===== src/ptm_pkg.sv =====
// ----------------------------------------
// periodic timer package
// ----------------------------------------
// constants, codes and carrier structs for the 10-bit periodic timer
// assumes one 100 MHz system clock that also stands in for the high clock
`default_nettype none

package ptm_pkg;

    // ----------------------------------------
    // counter geometry and reset values
    // ----------------------------------------
    localparam int CNT_W = 10;
    localparam logic [9:0] CNT_RST = 10'h000;
    localparam logic [10:0] CNT_WRAP = 11'h400;

    // ----------------------------------------
    // operating mode codes
    // ----------------------------------------
    localparam logic [1:0] MODE_CMP = 2'h0;
    localparam logic [1:0] MODE_UNDEF = 2'h1;
    localparam logic [1:0] MODE_PWM = 2'h2;
    localparam logic [1:0] MODE_TC = 2'h3;

    // ----------------------------------------
    // pin action codes, compare and pwm readings
    // ----------------------------------------
    localparam logic [1:0] IO_NONE = 2'h0;
    localparam logic [1:0] IO_LOW = 2'h1;
    localparam logic [1:0] IO_HIGH = 2'h2;
    localparam logic [1:0] IO_TOGGLE = 2'h3;
    localparam logic [1:0] IO_INACTIVE = 2'h0;
    localparam logic [1:0] IO_ACTIVE = 2'h1;
    localparam logic [1:0] IO_WAVE = 2'h2;
    localparam logic [1:0] IO_PULSE = 2'h3;

    // ----------------------------------------
    // counter clock source codes
    // ----------------------------------------
    localparam logic [2:0] CKS_SYS4 = 3'h0;
    localparam logic [2:0] CKS_SYS = 3'h1;
    localparam logic [2:0] CKS_H16 = 3'h2;
    localparam logic [2:0] CKS_H64 = 3'h3;
    localparam logic [2:0] CKS_SUB0 = 3'h4;
    localparam logic [2:0] CKS_SUB1 = 3'h5;
    localparam logic [2:0] CKS_EXT_RISE = 3'h6;
    localparam logic [2:0] CKS_EXT_FALL = 3'h7;

    // ----------------------------------------
    // clock rates and divider counts
    // ----------------------------------------
    localparam int CLK_RATE_HZ = 100_000_000;
    localparam int SUB_RATE_HZ = 32_768;
    localparam int SUB_DIV_DEF = CLK_RATE_HZ / SUB_RATE_HZ;
    localparam logic [1:0] DIV4_LAST = 2'h3;
    localparam logic [3:0] DIV16_LAST = 4'hf;
    localparam logic [5:0] DIV64_LAST = 6'h3f;

    // ----------------------------------------
    // carrier types
    // ----------------------------------------
    typedef struct packed {
        logic [1:0] mode;
        logic [1:0] io;
        logic oc;
        logic pol;
        logic cclr;
        logic [2:0] clk_sel;
        logic pause;
    } ptm_ctrl_s;

    typedef struct packed {
        logic [9:0] cnt;
        logic run;
        logic lvl;
        logic flag_a;
        logic flag_p;
        logic pin;
        logic oe;
    } ptm_state_s;

    typedef struct packed {
        logic s1;
        logic s2;
        logic s3;
        logic stable;
        logic [1:0] d4;
        logic [5:0] dh;
        logic [11:0] dsub;
        logic tick;
        logic edge_ev;
    } ptm_tick_s;

    localparam ptm_state_s ST_RST = '0;
    localparam ptm_tick_s TICK_RST = '0;

endpackage

`default_nettype wire


===== src/ptm_tick.sv =====
// ----------------------------------------
// counter clock enable and pin synchroniser
// ----------------------------------------
// makes the one-cycle count enable from the selected source
// assumes ext_pin is asynchronous to mclk and slower than mclk / 4
`default_nettype none

module ptm_tick #(
    parameter int SUB_DIV = ptm_pkg::SUB_DIV_DEF
) (
    // clock and reset
    input wire logic mclk,
    input wire logic rst_n,
    // source select and external pin
    input wire logic [2:0] clk_sel,
    input wire logic ext_pin,
    // enables
    output logic tick,
    output logic ext_edge
);
    import ptm_pkg::*;

    localparam logic [11:0] SUB_LAST = 12'(SUB_DIV - 1);

    generate
        if (SUB_DIV < 2 || SUB_DIV > 4096) begin : g_bad_div
            $error("ptm_tick: SUB_DIV out of range");
        end
    endgenerate

    ptm_tick_s st;
    ptm_tick_s nx;
    logic rise;
    logic fall;
    logic pin_ev;

    // ----------------------------------------
    // next state
    // ----------------------------------------
    always_comb begin
        nx = st;
        // three stages; only the agreeing last two move the stable level
        nx.s1 = ext_pin;
        nx.s2 = st.s1;
        nx.s3 = st.s2;
        if (st.s2 == st.s3) begin
            nx.stable = st.s3;
        end
        rise = nx.stable & ~st.stable;
        fall = st.stable & ~nx.stable;
        pin_ev = (clk_sel == CKS_EXT_FALL) ? fall : rise;
        nx.d4 = st.d4 + 2'h1;
        nx.dh = st.dh + 6'h01;
        nx.dsub = (st.dsub == SUB_LAST) ? 12'h000 : st.dsub + 12'h001;
        case (clk_sel)
            CKS_SYS4: nx.tick = (st.d4 == DIV4_LAST);
            CKS_SYS: nx.tick = 1'b1;
            CKS_H16: nx.tick = (st.dh[3:0] == DIV16_LAST);
            CKS_H64: nx.tick = (st.dh == DIV64_LAST);
            CKS_SUB0, CKS_SUB1: nx.tick = (st.dsub == SUB_LAST);
            CKS_EXT_RISE, CKS_EXT_FALL: nx.tick = pin_ev;
            default: nx.tick = 1'b0;
        endcase
        nx.edge_ev = pin_ev;
    end

    always_ff @(posedge mclk or negedge rst_n) begin
        if (!rst_n) begin
            st <= TICK_RST;
        end else begin
            st <= nx;
        end
    end

    assign tick = st.tick;
    assign ext_edge = st.edge_ev;

endmodule

`default_nettype wire


===== src/ptm_timer.sv =====
// ----------------------------------------
// 10-bit periodic timer, four modes
// ----------------------------------------
// compare output, timer/counter, edge pwm and single pulse on one counter
// assumes control bits come from logic on MCLK; the pin input is asynchronous
`default_nettype none

module ptm_timer #(
    parameter int SUB_DIV = ptm_pkg::SUB_DIV_DEF
) (
    // clock and reset
    input wire logic MCLK,
    input wire logic RSTN,
    // control bits
    input wire ptm_pkg::ptm_ctrl_s CTRL,
    input wire logic [9:0] COMPARE_A,
    input wire logic [9:0] COMPARE_P,
    // run control pulses
    input wire logic RUN_SET,
    input wire logic RUN_CLR,
    // flag clear pulses
    input wire logic MATCH_A_CLR,
    input wire logic MATCH_P_CLR,
    // external clock or trigger pin
    input wire logic EXTERNAL_CLOCK_PIN,
    // status
    output logic COUNTER_RUN,
    output logic [9:0] COUNT,
    output logic MATCH_A_FLAG,
    output logic MATCH_P_FLAG,
    // timer output pin
    output logic TIMER_OUT,
    output logic TIMER_OE
);
    import ptm_pkg::*;

    ptm_state_s st;
    ptm_state_s nx;
    logic tick;
    logic trig;
    logic is_cmp;
    logic is_pwm;
    logic is_sp;
    logic step;
    logic run_rise;
    logic hit_a;
    logic hit_p;
    logic set_p;
    logic run_on;
    logic run_off;
    logic pwm_on;
    logic base;
    logic [10:0] cnt_inc;
    logic [10:0] period;

    // ----------------------------------------
    // clock enable and pin trigger
    // ----------------------------------------
    ptm_tick #(
        .SUB_DIV(SUB_DIV)
    ) u_tick (
        .mclk(MCLK),
        .rst_n(RSTN),
        .clk_sel(CTRL.clk_sel),
        .ext_pin(EXTERNAL_CLOCK_PIN),
        .tick(tick),
        .ext_edge(trig)
    );

    // ----------------------------------------
    // next state
    // ----------------------------------------
    always_comb begin
        nx = st;
        // undefined mode 01 is run as timer/counter, pin left alone
        is_cmp = (CTRL.mode != MODE_PWM);
        is_pwm = (CTRL.mode == MODE_PWM) && (CTRL.io != IO_PULSE);
        is_sp = (CTRL.mode == MODE_PWM) && (CTRL.io == IO_PULSE);
        step = st.run & ~CTRL.pause & tick;
        cnt_inc = {1'b0, st.cnt} + 11'h001;
        period = (COMPARE_P == CNT_RST) ? CNT_WRAP : {1'b0, COMPARE_P};
        hit_p = step & (cnt_inc == period);
        // an all-zero A value never matches, so nothing fires on it
        hit_a = step & (COMPARE_A != CNT_RST) & (cnt_inc == {1'b0, COMPARE_A});

        // run bit: a request only acts on the opposite state
        run_on = RUN_SET | (is_sp & trig);
        run_off = RUN_CLR | (is_sp & hit_a);
        if (st.run) begin
            nx.run = ~run_off;
        end else begin
            nx.run = run_on;
        end
        run_rise = nx.run & ~st.run;

        // counter
        if (run_rise) begin
            nx.cnt = CNT_RST;
        end else if (step) begin
            if (is_sp) begin
                // free wrap; only a restart zeroes it
                nx.cnt = cnt_inc[9:0];
            end else if (is_pwm) begin
                nx.cnt = hit_p ? CNT_RST : cnt_inc[9:0];
            end else if (CTRL.cclr) begin
                nx.cnt = hit_a ? CNT_RST : cnt_inc[9:0];
            end else begin
                nx.cnt = hit_p ? CNT_RST : cnt_inc[9:0];
            end
        end

        // flags: a set in the clear cycle survives
        set_p = hit_p & (is_pwm | (is_cmp & ~CTRL.cclr));
        nx.flag_a = hit_a | (st.flag_a & ~MATCH_A_CLR);
        nx.flag_p = set_p | (st.flag_p & ~MATCH_P_CLR);

        // compare output level
        if (run_rise) begin
            nx.lvl = CTRL.oc;
        end else if (hit_a && is_cmp) begin
            case (CTRL.io)
                IO_LOW: nx.lvl = 1'b0;
                IO_HIGH: nx.lvl = 1'b1;
                IO_TOGGLE: nx.lvl = ~st.lvl;
                default: nx.lvl = st.lvl;
            endcase
        end

        // pin drive; a count at or above A is the inactive part
        pwm_on = nx.run & ({1'b0, nx.cnt} < {1'b0, COMPARE_A});
        case (CTRL.io)
            IO_INACTIVE: base = ~CTRL.oc;
            IO_ACTIVE: base = CTRL.oc;
            IO_WAVE: base = pwm_on ? CTRL.oc : ~CTRL.oc;
            default: base = nx.run ? CTRL.oc : ~CTRL.oc;
        endcase
        if (CTRL.mode == MODE_CMP) begin
            nx.pin = nx.lvl ^ CTRL.pol;
            nx.oe = 1'b1;
        end else if (CTRL.mode == MODE_PWM) begin
            nx.pin = base ^ CTRL.pol;
            nx.oe = 1'b1;
        end else begin
            nx.pin = 1'b0;
            nx.oe = 1'b0;
        end
    end

    // ----------------------------------------
    // state register
    // ----------------------------------------
    always_ff @(posedge MCLK or negedge RSTN) begin
        if (!RSTN) begin
            st <= ST_RST;
        end else begin
            st <= nx;
        end
    end

    assign COUNTER_RUN = st.run;
    assign COUNT = st.cnt;
    assign MATCH_A_FLAG = st.flag_a;
    assign MATCH_P_FLAG = st.flag_p;
    assign TIMER_OUT = st.pin;
    assign TIMER_OE = st.oe;

    // ----------------------------------------
    // checks
    // ----------------------------------------
    run_rise_zero_a: assert property (
        @(posedge MCLK) disable iff (!RSTN)
        $rose(st.run) |-> (st.cnt == CNT_RST)
    ) else $error("counter not zero after run rise");

    stop_hold_a: assert property (
        @(posedge MCLK) disable iff (!RSTN)
        !st.run && !nx.run |=> $stable(st.cnt)
    ) else $error("stopped counter moved");

    count_step_a: assert property (
        @(posedge MCLK) disable iff (!RSTN)
        step && is_sp && !run_off |=> st.cnt == $past(st.cnt) + 10'h001
    ) else $error("counter did not step on enable");

    no_p_flag_a: assert property (
        @(posedge MCLK) disable iff (!RSTN)
        is_cmp && CTRL.cclr && !st.flag_p |=> !st.flag_p
    ) else $error("P flag raised with A clear source");

    a_flag_set_a: assert property (
        @(posedge MCLK) disable iff (!RSTN)
        hit_a |=> st.flag_a
    ) else $error("A match lost");

    pwm_period_a: assert property (
        @(posedge MCLK) disable iff (!RSTN)
        is_pwm && hit_p && !run_rise |=> st.cnt == CNT_RST
    ) else $error("pwm period match did not clear");

    pulse_end_a: assert property (
        @(posedge MCLK) disable iff (!RSTN)
        is_sp && hit_a && st.run |=> !st.run && st.flag_a
    ) else $error("pulse not ended by A match");

    pin_trigger_a: assert property (
        @(posedge MCLK) disable iff (!RSTN)
        is_sp && trig && !st.run |=> st.run
    ) else $error("pin edge did not start pulse");

    full_duty_a: assert property (
        @(posedge MCLK) disable iff (!RSTN)
        is_pwm && CTRL.io == IO_WAVE && {1'b0, COMPARE_A} >= period
        && st.run && !RUN_CLR
        |=> TIMER_OUT == ($past(CTRL.oc) ^ $past(CTRL.pol))
    ) else $error("full duty not held");

    init_level_a: assert property (
        @(posedge MCLK) disable iff (!RSTN)
        CTRL.mode == MODE_CMP && run_rise |=> st.lvl == $past(CTRL.oc)
    ) else $error("initial level not loaded");

    no_action_a: assert property (
        @(posedge MCLK) disable iff (!RSTN)
        CTRL.io == IO_NONE && !run_rise |=> $stable(st.lvl)
    ) else $error("pin level changed without action");

    tc_undriven_a: assert property (
        @(posedge MCLK) disable iff (!RSTN)
        CTRL.mode == MODE_TC |=> !TIMER_OE
    ) else $error("pin driven in timer/counter mode");

    cmp_pin_drive_a: assert property (
        @(posedge MCLK) disable iff (!RSTN)
        CTRL.mode == MODE_CMP |=> TIMER_OE && TIMER_OUT == (st.lvl ^ $past(CTRL.pol))
    ) else $error("compare pin not driven from its level");

    p_clear_cmp_a: assert property (
        @(posedge MCLK) disable iff (!RSTN)
        is_cmp && !CTRL.cclr && hit_p |=> st.cnt == CNT_RST
    ) else $error("P match did not clear counter");

    p_flag_set_a: assert property (
        @(posedge MCLK) disable iff (!RSTN)
        is_cmp && !CTRL.cclr && hit_p |=> st.flag_p
    ) else $error("P match lost in compare mode");

    a_clear_cmp_a: assert property (
        @(posedge MCLK) disable iff (!RSTN)
        is_cmp && CTRL.cclr && hit_a |=> st.cnt == CNT_RST
    ) else $error("A match did not clear counter");

    zero_a_wrap_a: assert property (
        @(posedge MCLK) disable iff (!RSTN)
        is_cmp && COMPARE_A == CNT_RST && step && (&st.cnt)
        |=> st.cnt == CNT_RST && !$rose(st.flag_a)
    ) else $error("zero A value did not overflow cleanly");

    pin_on_a_a: assert property (
        @(posedge MCLK) disable iff (!RSTN)
        is_cmp && !hit_a && !run_rise |=> $stable(st.lvl)
    ) else $error("compare level moved without A match");

    pwm_p_flag_a: assert property (
        @(posedge MCLK) disable iff (!RSTN)
        is_pwm && hit_p |=> st.flag_p
    ) else $error("pwm P match lost");

    pwm_forced_a: assert property (
        @(posedge MCLK) disable iff (!RSTN)
        is_pwm && CTRL.io != IO_WAVE && step && !hit_p
        |=> st.cnt == $past(st.cnt) + 10'h001
    ) else $error("pwm counter stalled while pin forced");

    pulse_no_zero_a: assert property (
        @(posedge MCLK) disable iff (!RSTN)
        is_sp && !run_rise && st.cnt != CNT_RST && !(&st.cnt) |=> st.cnt != CNT_RST
    ) else $error("pulse counter zeroed without restart");

    pulse_pin_a: assert property (
        @(posedge MCLK) disable iff (!RSTN)
        is_sp |=> TIMER_OUT == ((st.run ? $past(CTRL.oc) : !$past(CTRL.oc)) ^ $past(CTRL.pol))
    ) else $error("pulse pin does not follow run");

endmodule

`default_nettype wire


===== config.mk =====
export PLATFORM = sky130hd
export DESIGN_NAME = ptm_timer
export DESIGN_NICKNAME = d
export VERILOG_FILES = /design/src/ptm_pkg.sv /design/src/ptm_tick.sv /design/src/ptm_timer.sv
export SDC_FILE = /design/constraint.sdc
export NUM_CORES = 1
export LEC_CHECK = 0
export BUFFER_PORTS_ARGS = -buffer_cell sky130_fd_sc_hd__buf_4
export CORE_ASPECT_RATIO = 0.8
export CORE_UTILIZATION = 52
export DETAILED_ROUTE_END_ITERATION = 12
export PLACE_DENSITY = 0.77
export SLEW_MARGIN = 20
export SYNTH_ARGS = -nofsm -noshare
export SYNTH_HDL_FRONTEND = slang
export SYNTH_SLANG_ARGS = --single-unit

===== constraint.sdc =====
create_clock -name MCLK -period 5.1 [get_ports MCLK]
set_clock_uncertainty 0.1 [all_clocks]
set_input_delay 1.02 -clock MCLK [delete_from_list [all_inputs] [get_ports MCLK]]
set_output_delay 1.02 -clock MCLK [all_outputs]
set_load 0.02 [all_outputs]

==> results of run 1 <==
sequential cells by signal (all words and copies together), names as in the netlist:
register / cells
COUNTER_RUN: 1
u_tick.nx: 2
TIMER_OE: 1
u_tick.tick: 1
MATCH_P_FLAG: 1
u_tick.st: 22
MATCH_A_FLAG: 1
TIMER_OUT: 1
u_tick.ext_edge: 1
COUNT: 10
st: 1
path summary, 6_finish.rpt:
kind	from	to
max in group asynchronous	RSTN	COUNT[4]$_DFF_PN0_
hold / removal	u_tick.nx[24]$_DFF_PN0_	u_tick.nx[23]$_DFF_PN0_
min in group asynchronous	RSTN	u_tick.st[15]$_DFF_PN0_
setup reg to reg	COUNT[0]$_DFF_PN0_	TIMER_OUT$_DFF_PN0_
setup / recovery	CTRL[0]	TIMER_OUT$_DFF_PN0_
hold reg to reg	u_tick.nx[24]$_DFF_PN0_	u_tick.nx[23]$_DFF_PN0_
metrics by stage:
stage	cell area, sq um	setup TNS [ps]	util (%)	instances
2_1_floorplan	3270	0	-	380
3_3_place_gp	4060	-361	67.9	548
3_5_place_dp	4060	-603	67.9	548
4_1_cts	4210	-106	70.5	557
5_1_grt	4220	-407	70.7	557
6_report	4220	-144	70.7	557
logic make-up (layout without fill, tap and decap cells):
kind of cell / count (synthesis) / after routing
buffers and inverters: 52 / 148
adders and majority gates: 15 / 15
muxes: 3 / 3
and+or+nand+nor: 151 / 151
AOI/OAI and AO/OA: 85 / 85
xor gates and xnor gates: 32 / 32
DFF: 42 / 42
cell usage in the layout, fill, tap and decap left out, types with 8 or more instances in the layout:
master	instances
nor2_1	31
nand3_1	18
xor2_1	9
and3_1	10
inv_1	24
dfrtp_1	42
nand4_1	8
o21ai_0	23
nand2_1	30
xnor2_1	21
ha_1	14
a21oi_1	22
buf_4	115
timing repair:
item                                    4_1_cts  5_1_grt
setup buffers                                 1        0
endpoints found under the setup margin        1        1
gates resized for setup                       7        1
endpoints found under the hold margin         0        0
pin swaps                                     2        0
hold buffers                                  0        0
routing by layer:
metal	vias to the layer above	part of all wire, %	wire (microns)	global-route usage (%)
met5	-	0	0	0
met4	0	1.3	119	8.24
met3	12	8.4	795	7.40
met2	125	45	4300	48.1
met1	1523	45	4300	41.4
li1	1542	-	-	-
worst max-delay path, stage by stage:
cell and delay (ps):
buf_6 90, nand3b_1 240, nor2_1 150, nand4_1 90, or4b_1 540, a2111o_1 330
o21ai_1 90, buf_4 160, a21oi_2 40, o21ai_1 130, a21oi_1 110, ha_1 350
a2111oi_4 300, o21ai_1 110, a221o_1 320, a221oi_2 250, a21boi_2 230, a221oi_2 80
a32o_1 260, nor2_1 120, mux2_1 320
power breakdown:
| part | internal, mW | switching (mW) | total [mW] |
|---|---|---|---|
| clock | 0.147 | 0.127 | 0.274 |
| sequential | 0.341 | 0.00570 | 0.347 |
| combinational | 0.0780 | 0.0782 | 0.156 |
final cells by class:
| cell class | count | area share, % |
|---|---|---|
| Clock inverter | 3 | 1.04 |
| Sequential cell | 42 | 24.9 |
| Tap cell | 81 | 2.40 |
| Clock buffer | 5 | 1.63 |
| Inverter | 24 | 2.13 |
| Multi-Input combinational cell | 286 | 47.2 |
| Timing Repair Buffer | 116 | 20.7 |
==> metrics.yaml, run 1 <==
synth:
  synth_edf_count: 0
  muxShareOfSynthArea_pct: 1.34
  ys_types: 69
  yosys.area.top_type_share_pct: 32.2
  ys_ff_latch: 42
  yosys.area_share.simple_pct: 25.6
  synth_top_family_by_area: "simple AND/OR/NAND/NOR gates"
  synth_nets: 432
  synth_top_area_cell: "dfrtp_1"
  synthXorXnorAreaFrac_pct: 9.47
  ys_seq_area_share_pct: 32.2
  avgSynthCellArea_sq_um: 8.58
  synthAdderAreaFrac_pct: 5.68
  yosysWarnings: 0
  synth_compound_area_share_pct: 17.5
  async_flop_share_pct: 100
  synth_ff_type: "dfrtp_1"
  syn-cell-area_sq_mm: 0.00326
  synthTopCellsByCount: "dfrtp_1, nor2_1, nand2_1"
  yosysMostFrequentCell: "dfrtp_1"
  syn-instance-count: 380
  post_synth_main_area_contributors: "dfrtp_1, xnor2_1, ha_1"
cts:
  cts.root.buffer_cell: "clkbuf_8"
  path_clk_slew_ps: 90
  insertion_delay_ps: 300
  clock_sink_count: 42
  cts_made_buffers: 5
  htree_num_levels: 2
  cts_tree: "yes"
  clockBufferDepth: 2
sta:
  rsz0062_at_grt: "true"
  fmax_mhz: 191
  worst_pin_slew_ps: 568
  post-route-period-util_pct: 103
  hold_viol: 0
  fin_crit_ps: 5240
  setup-violations-final: 1
  relSlewSlack_pct: 62.1
  timing.final.ws_setup_ps: -144
  slew_violations: 0
  timing.hold.ws_ps: 268
die:
  initial_utilization_pct: 54.6
  die_height_microns: 72.8
  core_area_sq_mm: 0.00597
  io-pin-count: 53
  row_count: 25
  die_width_microns: 90.6
  dieArea_sq_mm: 0.00660
setup_path:
  end_kind: "flip-flop"
  path_max_fanout: 6
  cp.required_ps: 5200
  crit_arrival_ps: 5340
  crit_type: "input pin to flip-flop"
  rr_worst_depth: 21
  startpoint_type: "input pin"
  worst-r2r-setup-slack_ps: -80
route:
  drt_first_pass_iters: 4
  via_per_inst: 5.75
  antenna_left: 0
  drt-initial-drc-count: 262
  vias: 3202
  drc: 0
  wire_per_inst_microns: 17.1
  routed_wirelength_mm: 9.51
cells_and_area:
  regArea_sq_mm: 0.00105
  multi_input_area_sq_mm: 0.00199
  n_antenna_cell: 0
  layout.nets: 527
  drive_gt1_share_pct: 30.7
  areaGrowthSynthToFinish_pct: 29.5
  num-fill-cells: 485
placed_design:
  place_ws_ps: -603
  gp_congestion: 0.927
  port_buffers: 52
  post-dp-hpwl_mm: 7.57
pwr:
  p_per_area_mw_per_mm2: 184
  finalPower_mw: 0.777
  ir_drop_mv: 0.167
  leakagePower_nw: 2.03
global_routing:
  grt_overflow: 0
  grt_pass1_vias: 3113
  grt_pass1_wl_mm: 15.3
  antenna_found_initial: 0
  grt_usage_pct: 30.2
  grt_max_degree: 43
status:
  status: "complete, but fails checks"
  violations: "negative setup slack"
flow_run:
  drv_cap: 0
hold_path:
  hp-class: "flip-flop to flip-flop"
  holdPathStages: 0
(Power assumes the default switching activity.)
==> run 2, diff against run 1 <==
--- a/config.mk
+++ b/config.mk
@@ -6,10 +6,11 @@
 export NUM_CORES = 1
 export LEC_CHECK = 0
 export BUFFER_PORTS_ARGS = -buffer_cell sky130_fd_sc_hd__buf_4
+export CAP_MARGIN = 20
 export CORE_ASPECT_RATIO = 0.8
-export CORE_UTILIZATION = 52
+export CORE_UTILIZATION = 30
 export DETAILED_ROUTE_END_ITERATION = 12
-export PLACE_DENSITY = 0.77
+export HOLD_SLACK_MARGIN = 0.02
 export SLEW_MARGIN = 20
 export SYNTH_ARGS = -nofsm -noshare
 export SYNTH_HDL_FRONTEND = slang
==> run 2 against run 1 <==
Sequential cell count did not move; final area rose by 4.2%; combinational power rose by 3%; clock power rose by 14%; power rose by 5.3%; the flow still finishes with violations (negative setup slack).
==> metrics.yaml, run 2 (synthesis gave the netlist of run 1 again) <==
cts:
  clock_sink_count: 42  # unchanged
  cts.root.buffer_cell: "clkbuf_16"
  clockBufferDepth: 2  # unchanged
  ctsHoldBuffers: 0  # unchanged
  path_clk_slew_ps: 60  # -30 ps
  insertion_delay_ps: 290  # about the same
  cts_made_buffers: 5  # unchanged
  cts_tree: "yes"
  htree_num_levels: 2  # unchanged
route:
  via_per_inst: 5.12  # -11%
  routed.top_layer: "met4"
  drt_first_pass_iters: 5  # +1
  antenna_left: 0  # unchanged
  wire_per_inst_microns: 15.5  # -9.2%
  drc: 0  # unchanged
  routed_wirelength_mm: 9.63  # +1.2%
  drt-initial-drc-count: 185  # -29%
  wl_met3_microns: 821  # +3.3%
  vias: 3180  # -0.69%
  drt-met1-wl_mm: 4.46  # +3.7%
  wl_met2_mm: 4.26  # -0.84%
die:
  die_width_microns: 119  # +31%
  row_count: 33  # +32%
  initial_utilization_pct: 31.3  # -23 points
  dieArea_sq_mm: 0.0113  # +71%
  die_height_microns: 95.3  # +31%
  core_area_sq_mm: 0.0104  # +74%
  io-pin-count: 53  # unchanged
flow_run:
  drv_cap: 0  # unchanged
sta:
  relSlewSlack_pct: 63.2  # +1.0 points
  timing.final.ws_setup_ps: -136  # +7.87 ps
  setup-violations-final: 1  # unchanged
  fmax_mhz: 191  # +0.15%
  worst_pin_slew_ps: 552  # -15.3 ps
  rsz0062_at_grt: "true"
  fin_crit_ps: 5240  # -7.86 ps
  slew_violations: 0  # unchanged
  hold_viol: 0  # unchanged
  post-route-period-util_pct: 103  # -0.15 points
pwr:
  combPwrFrac_pct: 19.5  # -0.6 points
  finalPower_mw: 0.818  # +5.3%
  leakagePower_nw: 2.06  # +1.5%
  p_clk_share_pct: 38.1  # +2.8 points
  pwr-share-seq_pct: 42.3  # -2.3 points
  p_per_area_mw_per_mm2: 186  # +1.1%
  p_int_mw: 0.603  # +6.6%
  switching_power_mw: 0.215  # +2.0%
  ir_drop_mv: 0.172  # +3.0%
  p_sw_share_pct: 26.3  # -0.86 points
hold_path:
  hold_start: "u_tick.nx[24]$_DFF_PN0_"
  min_to: "u_tick.nx[23]$_DFF_PN0_"
  holdPathStages: 0  # unchanged
  hp-class: "flip-flop to flip-flop"
setup_path:
  r2r-start: "COUNT[0]$_DFF_PN0_"
  max_stage_delay_ps: 400  # -140 ps
  crit_type: "input pin to flip-flop"
  rr_worst_depth: 21  # unchanged
  crit_chain: "buf_6 -> nand3b_1 -> buf_4 -> nor3_2 -> nand2_1 -> a2111oi_0 -> nand4bb_1 -> o21ai_1 -> buf_4 -> a21oi_2 -> o21ai_2 -> a21oi_2 -> ha_1 -> a2111oi_4 -> o21ai_1 -> a221o_1 -> a221oi_2 -> a21boi_2 -> a221oi_2 -> a32o_1 -> nor2_2 -> mux2_1"
  end_kind: "flip-flop"
  cp.required_ps: 5170  # -30 ps
  r2r-end: "TIMER_OUT$_DFF_PN0_"
  path_max_fanout: 7  # +1
  cp_slowest_cell: "a2111oi_0"
  worst-r2r-setup-slack_ps: -20  # +60 ps
  crit_arrival_ps: 5300  # -40 ps
  startpoint_type: "input pin"
global_routing:
  antenna_found_initial: 0  # unchanged
  grt_overflow: 0  # unchanged
  grt_pass1_vias: 3088  # -0.80%
  grt_usage_pct: 17.9  # -12 points
  grt_max_degree: 43  # unchanged
  grt_pass1_wl_mm: 15.6  # +1.7%
status:
  violations: "negative setup slack"
  status: "complete, but fails checks"
cells_and_area:
  regMostFlops: "u_tick.st"
  layout.nets: 532  # +0.95%
  n_antenna_cell: 0  # unchanged
  layout_commonest_cell: "buf_4"
  num-fill-cells: 1065  # +120%
  largest_register_ffs: 22  # unchanged
  finalCoreUtilization_pct: 42.3  # -28 points
  areaGrowthSynthToFinish_pct: 34.9
  final_cell_mix: "buf_4, dfrtp_1, nand2_1, nor2_1, inv_1"
  drive_gt1_share_pct: 33.1  # +2.4 points
placed_design:
  post-dp-hpwl_mm: 7.80  # +3.1%
  port_buffers: 52  # unchanged
  gp_congestion: 0.951  # +2.5%
[run 2: final cells by class]
type | count | area, sq um | share of cell area [%]
multi-input cells | 286 | 2030 | 46.1
well taps | 140 | 175 | 3.98
repair buffers | 121 | 912 | 20.7
clock inverters | 2 | 13.8 | 0.313
inverters | 24 | 90.1 | 2.05
flip-flops and latches | 42 | 1050 | 23.9
clock buffers | 6 | 129 | 2.93
[run 2: worst max-delay path by stage]
| stage | to | cells past startpoint | from | slack, ps |
|---|---|---|---|---|
| 3_3_place_gp | TIMER_OUT$_DFF_PN0_ | 21 | COMPARE_P[4] | -430 |
| 5_1_grt | TIMER_OUT$_DFF_PN0_ | 21 | COMPARE_P[4] | -370 |
| 6_report | TIMER_OUT$_DFF_PN0_ | 22 | CTRL[0] | -140 |
| 3_5_place_dp | TIMER_OUT$_DFF_PN0_ | 21 | CTRL[0] | -600 |
| 4_1_cts | TIMER_OUT$_DFF_PN0_ | 21 | CTRL[0] | -90 |
| 2_1_floorplan | TIMER_OUT$_DFF_PN0_ | 20 | CTRL[10] | 20 |
[run 2: per-layer routing]
layer,global-route usage [%],vias up
met5,0,-
met4,5.38,0
met3,4.25,8
met2,27.4,104
met1,25.0,1521
li1,-,1547
[run 2: critical path: cells and delay by family]
family / cells / cell delay, ps
compound gates: 12 / 2310
simple gates: 5 / 830
buf+inv: 3 / 450
fa+ha+maj: 1 / 350
mux: 1 / 320
[run 2: repair_timing]
item	in CTS	in global routing
pin swaps	4	6
setup endpoints to repair	1	1
resized for setup	8	12
buffers inserted	2	4
gates cloned	0	0
[run 2: power by group through the flow]
stage / logic (mW) / registers (mW) / clock network [mW]
2_1_floorplan: 0.0706 / 0.356 / 0
3_3_place_gp: 0.153 / 0.352 / 0
3_5_place_dp: 0.154 / 0.352 / 0
4_1_cts: 0.157 / 0.346 / 0.327
5_1_grt: 0.175 / 0.347 / 0.342
6_report: 0.160 / 0.346 / 0.312
[run 2: metrics by stage]
| step | cells | cell area [sq um] | hold WS (ps) | setup TNS (ps) | setup slack, ps |
|---|---|---|---|---|---|
| final | 621 | 4400 | 249 | -136 | -136 |
| after global routing | 621 | 4400 | 254 | -366 | -366 |
| after CTS | 617 | 4320 | 253 | -90.9 | -90.9 |
| after detailed placement | 607 | 4130 | 239 | -596 | -596 |
| after global placement | 607 | 4130 | 243 | -429 | -429 |
| after floorplan | 380 | 3270 | 231 | 0 | 20.5 |
